## src/irq_pkg.sv

```systemverilog
package irq_pkg;

  // source count and field widths
  localparam int unsigned SRC_NUM   = 5;
  localparam int unsigned IDX_W     = 3;
  localparam int unsigned LVL_W     = 2;
  localparam int unsigned DEPTH_W   = 3;
  localparam int unsigned STACK_NUM = 8;

  // priority bit codes as held in condition_code_reg
  localparam logic [1:0] CC_LVL0  = 2'b10;
  localparam logic [1:0] CC_LVL1  = 2'b01;
  localparam logic [1:0] CC_LVL2  = 2'b00;
  localparam logic [1:0] CC_LVL3  = 2'b11;
  localparam logic [1:0] CC_RESET = 2'b11;
  localparam logic [1:0] CC_HALT  = 2'b10;

  // sources able to leave halt (external ones included); one bit a source
  localparam logic [4:0] HALT_WAKE_MASK = 5'h03;

  localparam logic [2:0] DEPTH_RESET = 3'h0;
  localparam logic [2:0] IDX_RESET   = 3'h0;

  typedef enum logic [1:0] {
    PWR_RUN  = 2'b00,
    PWR_WAIT = 2'b01,
    PWR_HALT = 2'b10
  } pwr_state_t;

  // condition-code priority bits to a plain ordered level 0..3
  function automatic logic [1:0] cc_to_lvl(input logic [1:0] cc);
    unique case (cc)
      CC_LVL0: cc_to_lvl = 2'd0;
      CC_LVL1: cc_to_lvl = 2'd1;
      CC_LVL2: cc_to_lvl = 2'd2;
      CC_LVL3: cc_to_lvl = 2'd3;
    endcase
  endfunction : cc_to_lvl

  // plain ordered level back to condition-code priority bits
  function automatic logic [1:0] lvl_to_cc(input logic [1:0] lvl);
    unique case (lvl)
      2'd0: lvl_to_cc = CC_LVL0;
      2'd1: lvl_to_cc = CC_LVL1;
      2'd2: lvl_to_cc = CC_LVL2;
      2'd3: lvl_to_cc = CC_LVL3;
    endcase
  endfunction : lvl_to_cc

endpackage : irq_pkg

```

## src/irq_arbiter.sv

```systemverilog
`timescale 1ns/1ps

module irq_arbiter (
  input  wire logic [4:0] req,
  input  wire logic [9:0] sw_cc,
  input  wire logic [1:0] run_lvl,
  output logic            found,
  output logic [2:0]      idx,
  output logic [1:0]      lvl
);
  import irq_pkg::*;

  ////////////////////////////////////////////////////////////////////////
  // walk from the lowest chain position up; >= lets the higher one win
  always_comb begin
    logic [1:0] cand;
    cand  = 2'd0;
    found = 1'b0;
    idx   = IDX_RESET;
    lvl   = 2'd0;
    for (int i = SRC_NUM - 1; i >= 0; i--) begin
      cand = cc_to_lvl(sw_cc[2*i +: 2]);
      if (req[i] && cand > run_lvl && (!found || cand >= lvl)) begin
        found = 1'b1;
        idx   = 3'(i);
        lvl   = cand;
      end
    end
  end

endmodule : irq_arbiter

```

## src/irq_priority_wakeup.sv

```systemverilog
`timescale 1ns/1ps

// Functional notes
// - any eligible request leaves wait
// - halt left only by halt-capable sources
// - first service after halt is halt-capable
// - deferred non-halt source served after first
// - concurrent mode never pre-empts running routine
// - nested mode pre-empts on higher level
// - chain: main, it4, it3, it2, it1, it0
// - each source carries software priority level
// - stack overflow goes silently undetected
// - halt entry forces priority bits to 10b
// - push bits, set routine level, pop restores
module irq_priority_wakeup (
  input  wire logic       clock,
  input  wire logic       sys_rst,
  input  wire logic [4:0] irq_req,
  input  wire logic [9:0] irq_sw_prio,
  input  wire logic       nested_mode,
  input  wire logic       cpu_wait_enter,
  input  wire logic       cpu_halt_enter,
  input  wire logic       irq_take,
  input  wire logic       irq_return,
  input  wire logic       cc_wr,
  input  wire logic [1:0] cc_wr_data,
  output logic            irq_valid,
  output logic [2:0]      irq_vector,
  output logic [1:0]      condition_code_reg,
  output logic [2:0]      nest_depth,
  output logic            cpu_wake,
  output irq_pkg::pwr_state_t pwr_state
);
  import irq_pkg::*;

  pwr_state_t  pwr_reg;
  logic [1:0]  cc_reg;
  logic [2:0]  depth_reg;
  logic [1:0]  stack_mem [STACK_NUM];
  logic        halt_first_reg;
  logic [2:0]  first_depth_reg;
  logic        sel_valid_reg;
  logic [2:0]  sel_idx_reg;
  logic [1:0]  sel_lvl_reg;
  logic        wake_reg;
  logic [4:0]  arb_req;
  logic        arb_found;
  logic [2:0]  arb_idx;
  logic [1:0]  arb_lvl;
  logic        take_fire;
  logic        ret_fire;
  logic [1:0]  stack_top;
  logic        halt_entry;

  ////////////////////////////////////////////////////////////////////////
  // candidate filter: halted or first service after halt, halt set only
  always_comb begin
    if (pwr_reg == PWR_HALT || halt_first_reg)
      arb_req = irq_req & HALT_WAKE_MASK;
    else
      arb_req = irq_req;
  end

  irq_arbiter u_arb (
    .req     (arb_req),
    .sw_cc   (irq_sw_prio),
    .run_lvl (cc_to_lvl(cc_reg)),
    .found   (arb_found),
    .idx     (arb_idx),
    .lvl     (arb_lvl)
  );

  ////////////////////////////////////////////////////////////////////////
  // handshake: no offer below top level in concurrent mode
  assign irq_valid = sel_valid_reg && pwr_reg == PWR_RUN
                     && (nested_mode
                         || depth_reg == DEPTH_RESET);
  assign take_fire  = irq_take && irq_valid;
  assign ret_fire   = irq_return && depth_reg != DEPTH_RESET;
  assign stack_top  = stack_mem[depth_reg - 3'd1];
  assign halt_entry = cpu_halt_enter && pwr_reg == PWR_RUN;

  ////////////////////////////////////////////////////////////////////////
  // registered selection, dropped on a take, a return or a software write of the priority bits
  always_ff @(posedge clock) begin
    if (sys_rst) begin
      sel_valid_reg <= 1'b0;
      sel_idx_reg   <= IDX_RESET;
      sel_lvl_reg   <= 2'd0;
    end else begin
      sel_valid_reg <= arb_found && !take_fire && !ret_fire && !cc_wr;
      sel_idx_reg   <= arb_idx;
      sel_lvl_reg   <= arb_lvl;
    end
  end

  ////////////////////////////////////////////////////////////////////////
  // power state and wake pulse
  always_ff @(posedge clock) begin
    if (sys_rst) begin
      pwr_reg  <= PWR_RUN;
      wake_reg <= 1'b0;
    end else begin
      wake_reg <= 1'b0;
      unique case (pwr_reg)
        PWR_RUN: begin
          if (cpu_halt_enter)
            pwr_reg <= PWR_HALT;
          else if (cpu_wait_enter)
            pwr_reg <= PWR_WAIT;
        end
        PWR_WAIT: begin
          if (arb_found) begin
            pwr_reg  <= PWR_RUN;
            wake_reg <= 1'b1;
          end
        end
        PWR_HALT: begin
          if (arb_found) begin
            pwr_reg  <= PWR_RUN;
            wake_reg <= 1'b1;
          end
        end
        default: pwr_reg <= PWR_RUN;
      endcase
    end
  end

  ////////////////////////////////////////////////////////////////////////
  // halt-exit restriction held until the first routine returns
  always_ff @(posedge clock) begin
    if (sys_rst) begin
      halt_first_reg  <= 1'b0;
      first_depth_reg <= DEPTH_RESET;
    end else if (pwr_reg == PWR_HALT && arb_found) begin
      halt_first_reg  <= 1'b1;
      first_depth_reg <= depth_reg;
    end else if (ret_fire && depth_reg == first_depth_reg + 3'd1) begin
      halt_first_reg  <= 1'b0;
    end
  end

  ////////////////////////////////////////////////////////////////////////
  // priority bits: halt force, service entry, return, software write
  always_ff @(posedge clock) begin
    if (sys_rst)
      cc_reg <= CC_RESET;
    else if (halt_entry)
      cc_reg <= CC_HALT;
    else if (take_fire)
      cc_reg <= lvl_to_cc(sel_lvl_reg);
    else if (ret_fire)
      cc_reg <= stack_top;
    else if (cc_wr)
      cc_reg <= cc_wr_data;
  end

  ////////////////////////////////////////////////////////////////////////
  // saved priority stack; pointer wraps with no overflow flag
  always_ff @(posedge clock) begin
    if (sys_rst) begin
      depth_reg <= DEPTH_RESET;
    end else if (take_fire) begin
      stack_mem[depth_reg] <= cc_reg;
      depth_reg            <= depth_reg + 3'd1;
    end else if (ret_fire) begin
      depth_reg <= depth_reg - 3'd1;
    end
  end

  ////////////////////////////////////////////////////////////////////////
  // outputs
  assign irq_vector         = sel_idx_reg;
  assign condition_code_reg = cc_reg;
  assign nest_depth         = depth_reg;
  assign cpu_wake           = wake_reg;
  assign pwr_state          = pwr_reg;
endmodule : irq_priority_wakeup

```

## config.mk

```make
export PLATFORM = sky130hd
export DESIGN_NAME = irq_priority_wakeup
export DESIGN_NICKNAME = d
export VERILOG_FILES = /design/src/irq_pkg.sv /design/src/irq_arbiter.sv /design/src/irq_priority_wakeup.sv
export SDC_FILE = /design/constraint.sdc
export NUM_CORES = 1
export LEC_CHECK = 0
export BUFFER_PORTS_ARGS = -buffer_cell sky130_fd_sc_hd__buf_2
export CAP_MARGIN = 40
export CORE_ASPECT_RATIO = 1.2
export CORE_UTILIZATION = 55
export DETAILED_ROUTE_END_ITERATION = 16
export PLACE_DENSITY_LB_ADDON = 0.12
export SYNTH_ARGS = -nofsm -noshare
export SYNTH_HDL_FRONTEND = slang
export SYNTH_SLANG_ARGS = --single-unit
```

## constraint.sdc

```tcl
create_clock -name clock -period 10 [get_ports clock]
set_clock_uncertainty 0.1 [all_clocks]
set_input_delay 0.5 -clock clock [delete_from_list [all_inputs] [get_ports clock]]
set_output_delay 0.5 -clock clock [all_outputs]
set_load 0.01 [all_outputs]
```

=== Yosys cells after proc, flatten, opt, wreduce, memory -nomap -nowiden ===
Memories as Yosys holds them, arrays and structs flattened.
Cells that the tools add are included.

* Word-level logic and storage cells: 143
* Output and inout port bits: 12
* Bits in read-only memories: 0
* Register bits after elaboration: 18
* Bits in writable memories: 16
* Bits in latches: 0
* Memories kept: 1

* Add/sub/neg operators: 3
* Div/mod/pow operators: 0
* Reduce and logical (&&, ||, !) cells: 53
* Multiply operators: 0
* Mux-type cells: 38
* Shift-type cells: 0
* Bitwise operators: 1
* Order comparisons: 9
* Equality and inequality tests: 26

{| class="wikitable"
|+ Memory list
! name !! words !! bits a word !! read ports !! clocked after Yosys merged registers in !! write ports !! line !! text
|-
| stack_mem || 8 || 2 || 1 || 0 || 1 || irq_priority_wakeup.sv:39 || <nowiki>logic [1:0] stack_mem [STACK_NUM];</nowiki>
|}

{| class="wikitable"
|+ Operators by type and width
! kind !! number
|-
| case mux 2 bit (4 select lines) || 7
|-
| equality test 2 bit (second input constant) || 15
|-
| two-way mux 2 bit || 13
|-
| logical AND 1 bit || 19
|-
| equality test 2 x 1 -> 1 bit (second input constant) || 8
|-
| zero test 2 bit || 8
|-
| two-way mux 1 bit || 13
|-
| > comparator 2 bit || 5
|-
| two-way mux 3 bit || 3
|-
| >= comparator 2 bit || 4
|-
| OR reduction 2 bit || 4
|-
| zero test 1 bit || 7
|-
| adder 3 x 1 -> 3 bit (second input constant) || 2
|-
| logical OR 1 bit || 6
|-
| nonzero test 3 bit || 2
|-
| two-way mux 5 bit || 1
|-
| OR reduction 5 bit || 1
|-
| case mux 2 bit (2 select lines) || 1
|-
| nonzero test 2 bit || 2
|-
| nonzero test 4 bit || 1
|-
| equality test 3 bit || 1
|-
| zero test 3 bit || 1
|-
| != test 3 bit (second input constant) || 1
|-
| OR reduction 3 bit || 1
|-
| 4 further kinds || 4
|}

=== Logic depth before layout (Yosys ltp) ===
Gate-level depths: netlist (run 1).

* Word-level depth: 24
* Depth in mapped cells: 32

=== Modules after synthesis ===
A second synthesis (run 1) with hierarchy kept.

* Cell total of the unflattened synthesis: 261
* Area total of the unflattened synthesis: 2,627.5 um2

{| class="wikitable"
|+ By module, submodules not included
! module !! times used !! cells each !! area an instance (um2)
|-
| irq_priority_wakeup || 1 || 153 || 1,695.4
|-
| irq_arbiter || 1 || 108 || 932.1
|}

=== Worst setup path after synthesis (run 1) ===
No wires, ideal clock.

* Kind: reg-to-reg
* From: register cc_reg[0], in the netlist condition_code_reg[0]
* To: register sel_lvl_reg[1]
* Buffers on the path: 1
* Cell stages (with the launch flop): 31
* Arrival time: 5,893 ps
* Slack: 3,928 ps
* Period minus slack after synthesis: 6,072 ps
* Cells stage by stage: dfxtp_1 inv_1 ha_1 inv_1 ha_1 nor2b_4 o2111ai_2 or2_2 inv_1 ha_1 nand2b_1 a21oi_1 a21oi_1 mux2i_1 inv_1 ha_1 a221oi_2 or2_1 buf_6 mux2i_1 inv_1 ha_1 nand2b_1 a21oi_1 a21oi_2 mux2_2 ha_1 a21oi_1 a21boi_1 or4b_1 o211ai_1

* Cells in the longest elaborated chain, start to end: 21

{| class="wikitable"
|+ Ends and longest elaborated chain
! item !! line !! text
|-
| start, declared || irq_priority_wakeup.sv:37 || <nowiki>logic [1:0] cc_reg;</nowiki>
|-
| start signal, assigned || irq_priority_wakeup.sv:151 || <nowiki>cc_reg <= lvl_to_cc(sel_lvl_reg);</nowiki>
|-
| start signal, assigned || irq_priority_wakeup.sv:153 || <nowiki>cc_reg <= stack_top;</nowiki>
|-
| start signal, assigned || irq_priority_wakeup.sv:155 || <nowiki>cc_reg <= cc_wr_data;</nowiki>
|-
| equality test 2 bit, or another cell as far along || irq_pkg.sv:32 || <nowiki>unique case (cc)</nowiki>
|-
| case mux 2 bit (4 select lines) (*) || irq_pkg.sv:32 ||
|-
| > comparator 2 bit || irq_arbiter.sv:23 || <nowiki>if (req[i] && cand > run_lvl && (!found || cand >= lvl)) begin</nowiki>
|-
| logical AND 1 bit || irq_arbiter.sv:23 ||
|-
| two-way mux 2 bit or two-way mux 1 bit (tied branches) || irq_arbiter.sv:23 ||
|-
| >= comparator 2 bit or zero test 1 bit (tied branches) || irq_arbiter.sv:23 ||
|-
| logical OR 1 bit || irq_arbiter.sv:23 ||
|-
| logical AND 1 bit || irq_arbiter.sv:23 ||
|-
| [... 5 more ...] || - ||
|-
| >= comparator 2 bit or zero test 1 bit (tied branches) || irq_arbiter.sv:23 ||
|-
| logical OR 1 bit || irq_arbiter.sv:23 ||
|-
| logical AND 1 bit || irq_arbiter.sv:23 ||
|-
| two-way mux 2 bit or two-way mux 1 bit (tied branches) || irq_arbiter.sv:23 ||
|-
| >= comparator 2 bit or zero test 1 bit (tied branches) || irq_arbiter.sv:23 ||
|-
| logical OR 1 bit || irq_arbiter.sv:23 ||
|-
| logical AND 1 bit || irq_arbiter.sv:23 ||
|-
| two-way mux 2 bit (*) || irq_arbiter.sv:23 ||
|-
| end signal, assigned || irq_priority_wakeup.sv:93 || <nowiki>sel_lvl_reg <= arb_lvl;</nowiki>
|-
| end, declared || irq_priority_wakeup.sv:44 || <nowiki>logic [1:0] sel_lvl_reg;</nowiki>
|}

Mark *: on every way between the ends. The rest lies on a longest branch, timed or not.
A chain may end at the register's enable or synchronous reset.

=== Final worst setup path (run 1) ===
Ends and elaborated chain as after synthesis.

==> results of run 1 <==
-- worst max-delay path, delay by kind of cell, from the launching register on --
family	cells	cell delay (ps)
compound gates	9	1590
simple gates	6	1230
buf+inv	5	500
mux	3	1060
flops	1	520
fa+ha+maj	6	1670
-- synthesized netlist by cell type, types with 2 or more instances --
| library cell | count |
|---|---|
| o2111ai_1 | 2 |
| nor3b_1 | 2 |
| xnor2_1 | 4 |
| nor2b_1 | 5 |
| buf_6 | 2 |
| nor3_1 | 4 |
| o211ai_1 | 7 |
| nor2_1 | 21 |
| nand3_1 | 3 |
| o21bai_1 | 4 |
| a21oi_1 | 11 |
| mux4_2 | 4 |
| clkbuf_1 | 3 |
| nand2b_1 | 6 |
| or2_2 | 2 |
| dfxtp_1 | 18 |
| inv_1 | 30 |
| xor2_1 | 3 |
| edfxtp_1 | 16 |
| mux2i_1 | 9 |
| ha_1 | 45 |
| o21ai_0 | 2 |
| or4b_1 | 2 |
| o2111ai_2 | 2 |
| nand2_1 | 20 |
| mux2_2 | 3 |
-- metal layers --
metal	GRT usage (%)	part of all wire (%)	vias to the layer above
li1	-	-	939
met1	23.6	43	846
met2	40.1	52	30
met3	4.34	2.8	9
met4	9.34	2.2	0
met5	0	0	-
-- placed cells by master, fill, tap and decap left out, types with 2 or more instances in the layout --
cell and instances:
a21oi_1 11, buf_2 36, clkbuf_8 5, dfxtp_1 18, edfxtp_1 16, ha_1 45, inv_1 30, mux2_2 3
mux2i_1 9, mux4_2 4, nand2_1 20, nand2b_1 6, nand3_1 3, nor2_1 21, nor2b_1 5, nor3_1 4
nor3b_1 2, o2111ai_1 2, o2111ai_2 2, o211ai_1 7, o21ai_0 2, o21bai_1 4, or2_2 2, or4b_1 2
xnor2_1 4, xor2_1 3
-- where the power goes --
| part | leakage (uW) | internal, uW | total (uW) | switching, uW |
|---|---|---|---|---|
| clock | 0.0000426 | 47.8 | 98.7 | 50.8 |
| sequential | 0.000289 | 175 | 204 | 29.2 |
| combinational | 0.000986 | 163 | 368 | 205 |
| total | 0.00132 | 386 | 670 | 285 |
-- stage by stage --
step	std cells	area, sq um	total power, uW	worst slack (ps)	util, %
after CTS	342	2780	675	3210	64.6
final	342	2780	670	3240	64.6
after global routing	342	2780	734	2730	64.6
after detailed placement	334	2690	575	3250	62.7
after global placement	334	2690	571	3300	62.7
after floorplan	248	2480	490	3930	-
-- final cells by class --
cell class / count / area, sq um / share of cell area, %
multi-input cells: 178 / 1490 / 53.7
flip-flops and latches: 34 / 841 / 30.3
repair buffers: 36 / 180 / 6.49
inverters: 30 / 113 / 4.06
clock buffers: 6 / 72.6 / 2.61
well taps: 56 / 70.1 / 2.52
clock inverters: 2 / 8.76 / 0.316
-- worst max path at each step --
stage | from | endpoint | cells after the start
after global routing | condition_code_reg[0]$_SDFFE_PP1P_ | irq_vector[2]$_SDFF_PP0_ | 30
after global placement | condition_code_reg[0]$_SDFFE_PP1P_ | sel_lvl_reg[1]$_SDFF_PP0_ | 29
final | condition_code_reg[0]$_SDFFE_PP1P_ | sel_lvl_reg[1]$_SDFF_PP0_ | 29
after detailed placement | condition_code_reg[0]$_SDFFE_PP1P_ | sel_lvl_reg[0]$_SDFF_PP0_ | 29
after floorplan | condition_code_reg[0]$_SDFFE_PP1P_ | sel_lvl_reg[1]$_SDFF_PP0_ | 30
after CTS | condition_code_reg[0]$_SDFFE_PP1P_ | sel_lvl_reg[0]$_SDFF_PP0_ | 29
-- cells by family after synthesis --
| family | Yosys count | synth area share [%] |
|---|---|---|
| AND/OR/NAND/NOR | 72 | 14.6 |
| adder cells (fa/ha/maj) | 45 | 22.7 |
| AO/OA/AOI/OAI | 37 | 11.1 |
| buffers and inverters | 36 | 6.10 |
| flip-flops | 34 | 33.9 |
| multiplexers | 17 | 9.17 |
| XOR/XNOR | 7 | 2.47 |
==> metrics.yaml, run 1 <==
outcome:
  status: "finished clean"
timing:
  rsz0062_at_grt: "no"
  worstMarginPinSlew_ps: 562
  period_share_pct: 67.6
  whs_ps: 344
  setup_viol: 0
  fin_setup_tns_ps: 0
  slew_headroom_pct: 62.5
  final_max_slew_viol_count: 0
  period_needed_ps: 6760
  fmax_mhz: 148
  hold_violations: 0
global_route:
  grt_pass1_wl_microns: 7710
  antenna_found_initial: 0
  grt_pass1_vias: 1756
  grt_usage_pct: 21.4
  grt_max_degree: 19
  overflow: 0
worst_setup_path:
  r2r-end: "sel_lvl_reg[1]$_SDFF_PP0_"
  start_kind: "flop"
  endpoint_kind: "flop"
  worst_r2r_startpoint: "condition_code_reg[0]$_SDFFE_PP1P_"
  critical_path_class: "flop to flop"
  path_common_cell: "ha_1"
  cp_max_fo: 12
  ff2ff_path_depth: 29
  cp.required_ps: 10120
  r2r_setup_slack_ps: 3240
  cpMaxStageDelayCell: "dfxtp_1"
  cp.arrival_ps: 6880
  max_stage_delay_ps: 520
clock_tree:
  post_cts_buffers: 0
  clk_pin_slew_ps: 70
  numCtsBuffers: 5
  cts-hold-fix-buffers: 0
  cts-root-buf: "clkbuf_8"
  cts_tree: "yes"
  cts_resized: 0
  insertion_delay_ps: 290
  cts_sinks: 34
  cts_max_level: 2
  clockBufferDepth: 2
synthesis:
  synth-main-ff-cell: "dfxtp_1"
  synth_area_leaders: "ha_1 (23%), edfxtp_1 (19%), dfxtp_1 (15%), inv_1 (4.5%), mux2i_1 (3.6%)"
  ys_seq_area_share_pct: 33.9
  synth_top_area_share_pct: 22.7
  synthCells: 248
  synthArstFlopShare_pct: 0
  synth_seq_cells: 34
  synth_nets: 318
  yosys_warnings: 0
  synth_area_sq_mm: 0.00248
  yosys.area.top_type: "ha_1"
  synth_edf_count: 16
  synth_cell_types: 44
  syn_avg_cell_area_sq_um: 10.0
route:
  drt-total-wl_microns: 4610
  route.antenna.remaining_nets: 0
  first_iter_violations: 109
  drc: 0
  first_pass_iters: 4
  vias: 1824
  wl_per_cell_microns: 13.5
  avgViaCountPerCell: 5.33
cells_and_area:
  areaGrowthSynthToFinish_pct: 11.8
  diodes: 0
  top_register: "stack_mem"
  layout.nets: 355
  fillers: 393
  drive_gt1_share_pct: 20.3
  largest_reg_flops: 16
hold_path:
  hp-start: "cc_wr"
  min_to: "sel_valid_reg$_SDFF_PP0_"
  holdPathStages: 2
  worst_hold_path_type: "input port to flop"
placement:
  place.gp.congestion: 0.843
  dp_hpwl_microns: 3670
  portBuffers: 36
power:
  p_per_area_mw_per_mm2: 242
  leakagePower_uw: 0.00132
  ir_worst_vdd_uv: 144
floorplan:
  die_h_microns: 75.6
  die_w_microns: 63.3
  dieArea_sq_mm: 0.00479
  io_pins: 37
  core-area_sq_mm: 0.00429
  num_rows: 26
  start_util_pct: 57.8
job:
  max_cap_violations: 0
Note: power is estimated with default switching activity, not from simulation.
==> run 2: changes to the inputs <==
- clock period: 10 -> 6.8 ns (I/O delays scaled with it)
==> run 2 against run 1 <==
  * Register-to-register slack worse by 2800 ps
  * Maximum frequency up 6.4%
  * Critical path depth up 1
  * Global-route usage up 0.74 points
  * Routed wire length up 4.3%
  * Power up 55%
  * Non-clock buffer count up 4
  * Combinational power up 62%
  * Via count up 1.2%
  * Highest routed layer unchanged
==> metrics.yaml, run 2 (synthesis gave the netlist of run 1 again) <==
outcome:
  status: "finished clean"
placement:
  portBuffers: 36
  place_ws_ps: 7.88
  dp_hpwl_microns: 3820
  place.gp.congestion: 0.810
route:
  drt-total-wl_microns: 4810
  avgViaCountPerCell: 5.33
  vias: 1845
  drc: 0
  route.antenna.remaining_nets: 0
  first_iter_violations: 67
  wl_per_cell_microns: 13.9
  first_pass_iters: 4
floorplan:
  dieArea_sq_mm: 0.00479
  num_rows: 26
  start_util_pct: 57.8
  die_w_microns: 63.3
  core-area_sq_mm: 0.00429
  die_h_microns: 75.6
  io_pins: 37
global_route:
  overflow: 0
  grt_pass1_vias: 1851
  grtUsageMet3_pct: 3.59
  grt_max_degree: 19
  busiest_layer: "met2"
  grt_pass1_wl_microns: 8090
  grtUsageMet1_pct: 23.9
  grt_usage_pct: 22.1
  use_met2_pct: 43.6
  antenna_found_initial: 0
timing:
  setup_viol: 0
  slew_headroom_pct: 65.1
  worstMarginPinSlew_ps: 523
  period_needed_ps: 6360
  fmax_mhz: 157
  fin_setup_tns_ps: 0
  hold_violations: 0
  period_share_pct: 93.5
  postLayoutSetupSlackWorst_ps: 440
  final_max_slew_viol_count: 0
clock_tree:
  clk_pin_slew_ps: 70
  cts-hold-fix-buffers: 0
  cts_tree: "yes"
  insertion_delay_ps: 280
  clockBufferDepth: 2
  cts_sinks: 34
  numCtsBuffers: 5
  cts-root-buf: "clkbuf_8"
  cts_max_level: 2
worst_setup_path:
  start_kind: "flop"
  endpoint_kind: "flop"
  max_stage_delay_ps: 520
  cp.required_ps: 6910
  critical_path_class: "flop to flop"
  critPathLaunch: "condition_code_reg[1]$_SDFFE_PP1P_"
  cp.arrival_ps: 6470
  path_common_cell: "ha_1"
  cpMaxStageDelayCell: "or4b_1"
  cp_max_fo: 12
  worst_r2r_startpoint: "condition_code_reg[1]$_SDFFE_PP1P_"
hold_path:
  worst_hold_path_type: "input port to flop"
  hp-start: "cc_wr"
cells_and_area:
  drive_gt1_share_pct: 25.2
  multi_input_area_sq_mm: 0.00153
  areaGrowthSynthToFinish_pct: 15.0
  final_core_util_pct: 66.5
  diodes: 0
  fillers: 367
  layout.nets: 359
  register_area_sq_um: 846
  final_common_cell: "ha_1"
  largest_reg_flops: 16
  top_register: "stack_mem"
  layout_common_cells: "ha_1 (45), buf_2 (36), inv_1 (30), nand2_1 (20), nor2_1 (19)"
job:
  max_cap_violations: 0
power:
  p_per_area_mw_per_mm2: 364
  ir_worst_vdd_uv: 244
  leakagePower_uw: 0.00134
run 2: cell count changes in the layout (fill, tap and decap cells not counted), moves of 2 or more:
cell     change
mux2i_2      +2
nor2_1       -2
dfxtp_1      -2
buf_4        +4
mux2i_1      -3
run 2: cell type report:
cell class | instances | area share [%]
multi-input cells | 178 | 53.6
flip-flops and latches | 34 | 29.6
repair buffers | 40 | 7.36
inverters | 30 | 3.94
well taps | 56 | 2.45
clock buffers | 5 | 2.41
clock inverters | 3 | 0.570
run 2: critical path: cells and delay by family (launching register included):
family | cells | cell delay (ps)
compound gates | 9 | 1470
flops | 1 | 410
fa+ha+maj | 6 | 1480
simple gates | 9 | 1770
buf+inv | 3 | 190
mux | 3 | 870
run 2: power by group:
| group | switching (uW) | internal (uW) |
|---|---|---|
| clock network | 74.2 | 70.0 |
| logic | 322 | 272 |
| registers | 40.5 | 259 |
run 2: final timing paths:
kind / end / slack, ps / cells past startpoint
min: sel_valid_reg$_SDFF_PP0_ / 190 / 2
max reg2reg: sel_lvl_reg[1]$_SDFF_PP0_ / 440 / 30
min reg2reg: first_depth_reg[1]$_SDFFE_PP0P_ / 410 / 2
max: sel_lvl_reg[1]$_SDFF_PP0_ / 440 / 30
run 2: per-stage QoR:
stage	area, sq um	total power, uW	instances	hold WS [ps]
2_1_floorplan	2480	721	248	319
3_3_place_gp	2710	848	336	386
3_5_place_dp	2710	859	336	399
4_1_cts	2800	1010	344	182
5_1_grt	2860	1140	346	191
6_report	2860	1040	346	188
run 2: layer usage:
metal  vias up  share of wire [%]
met4         0                1.4
li1        946                  -
met1       864                 43
met3         6                2.1
met2        29                 53
met5         -                  0
run 2: timing repair:
item	in CTS	in global routing
pin swaps	0	2
setup buffers	0	2
cloned	0	0
gates resized for setup	1	12
endpoints found under the setup margin	2	5
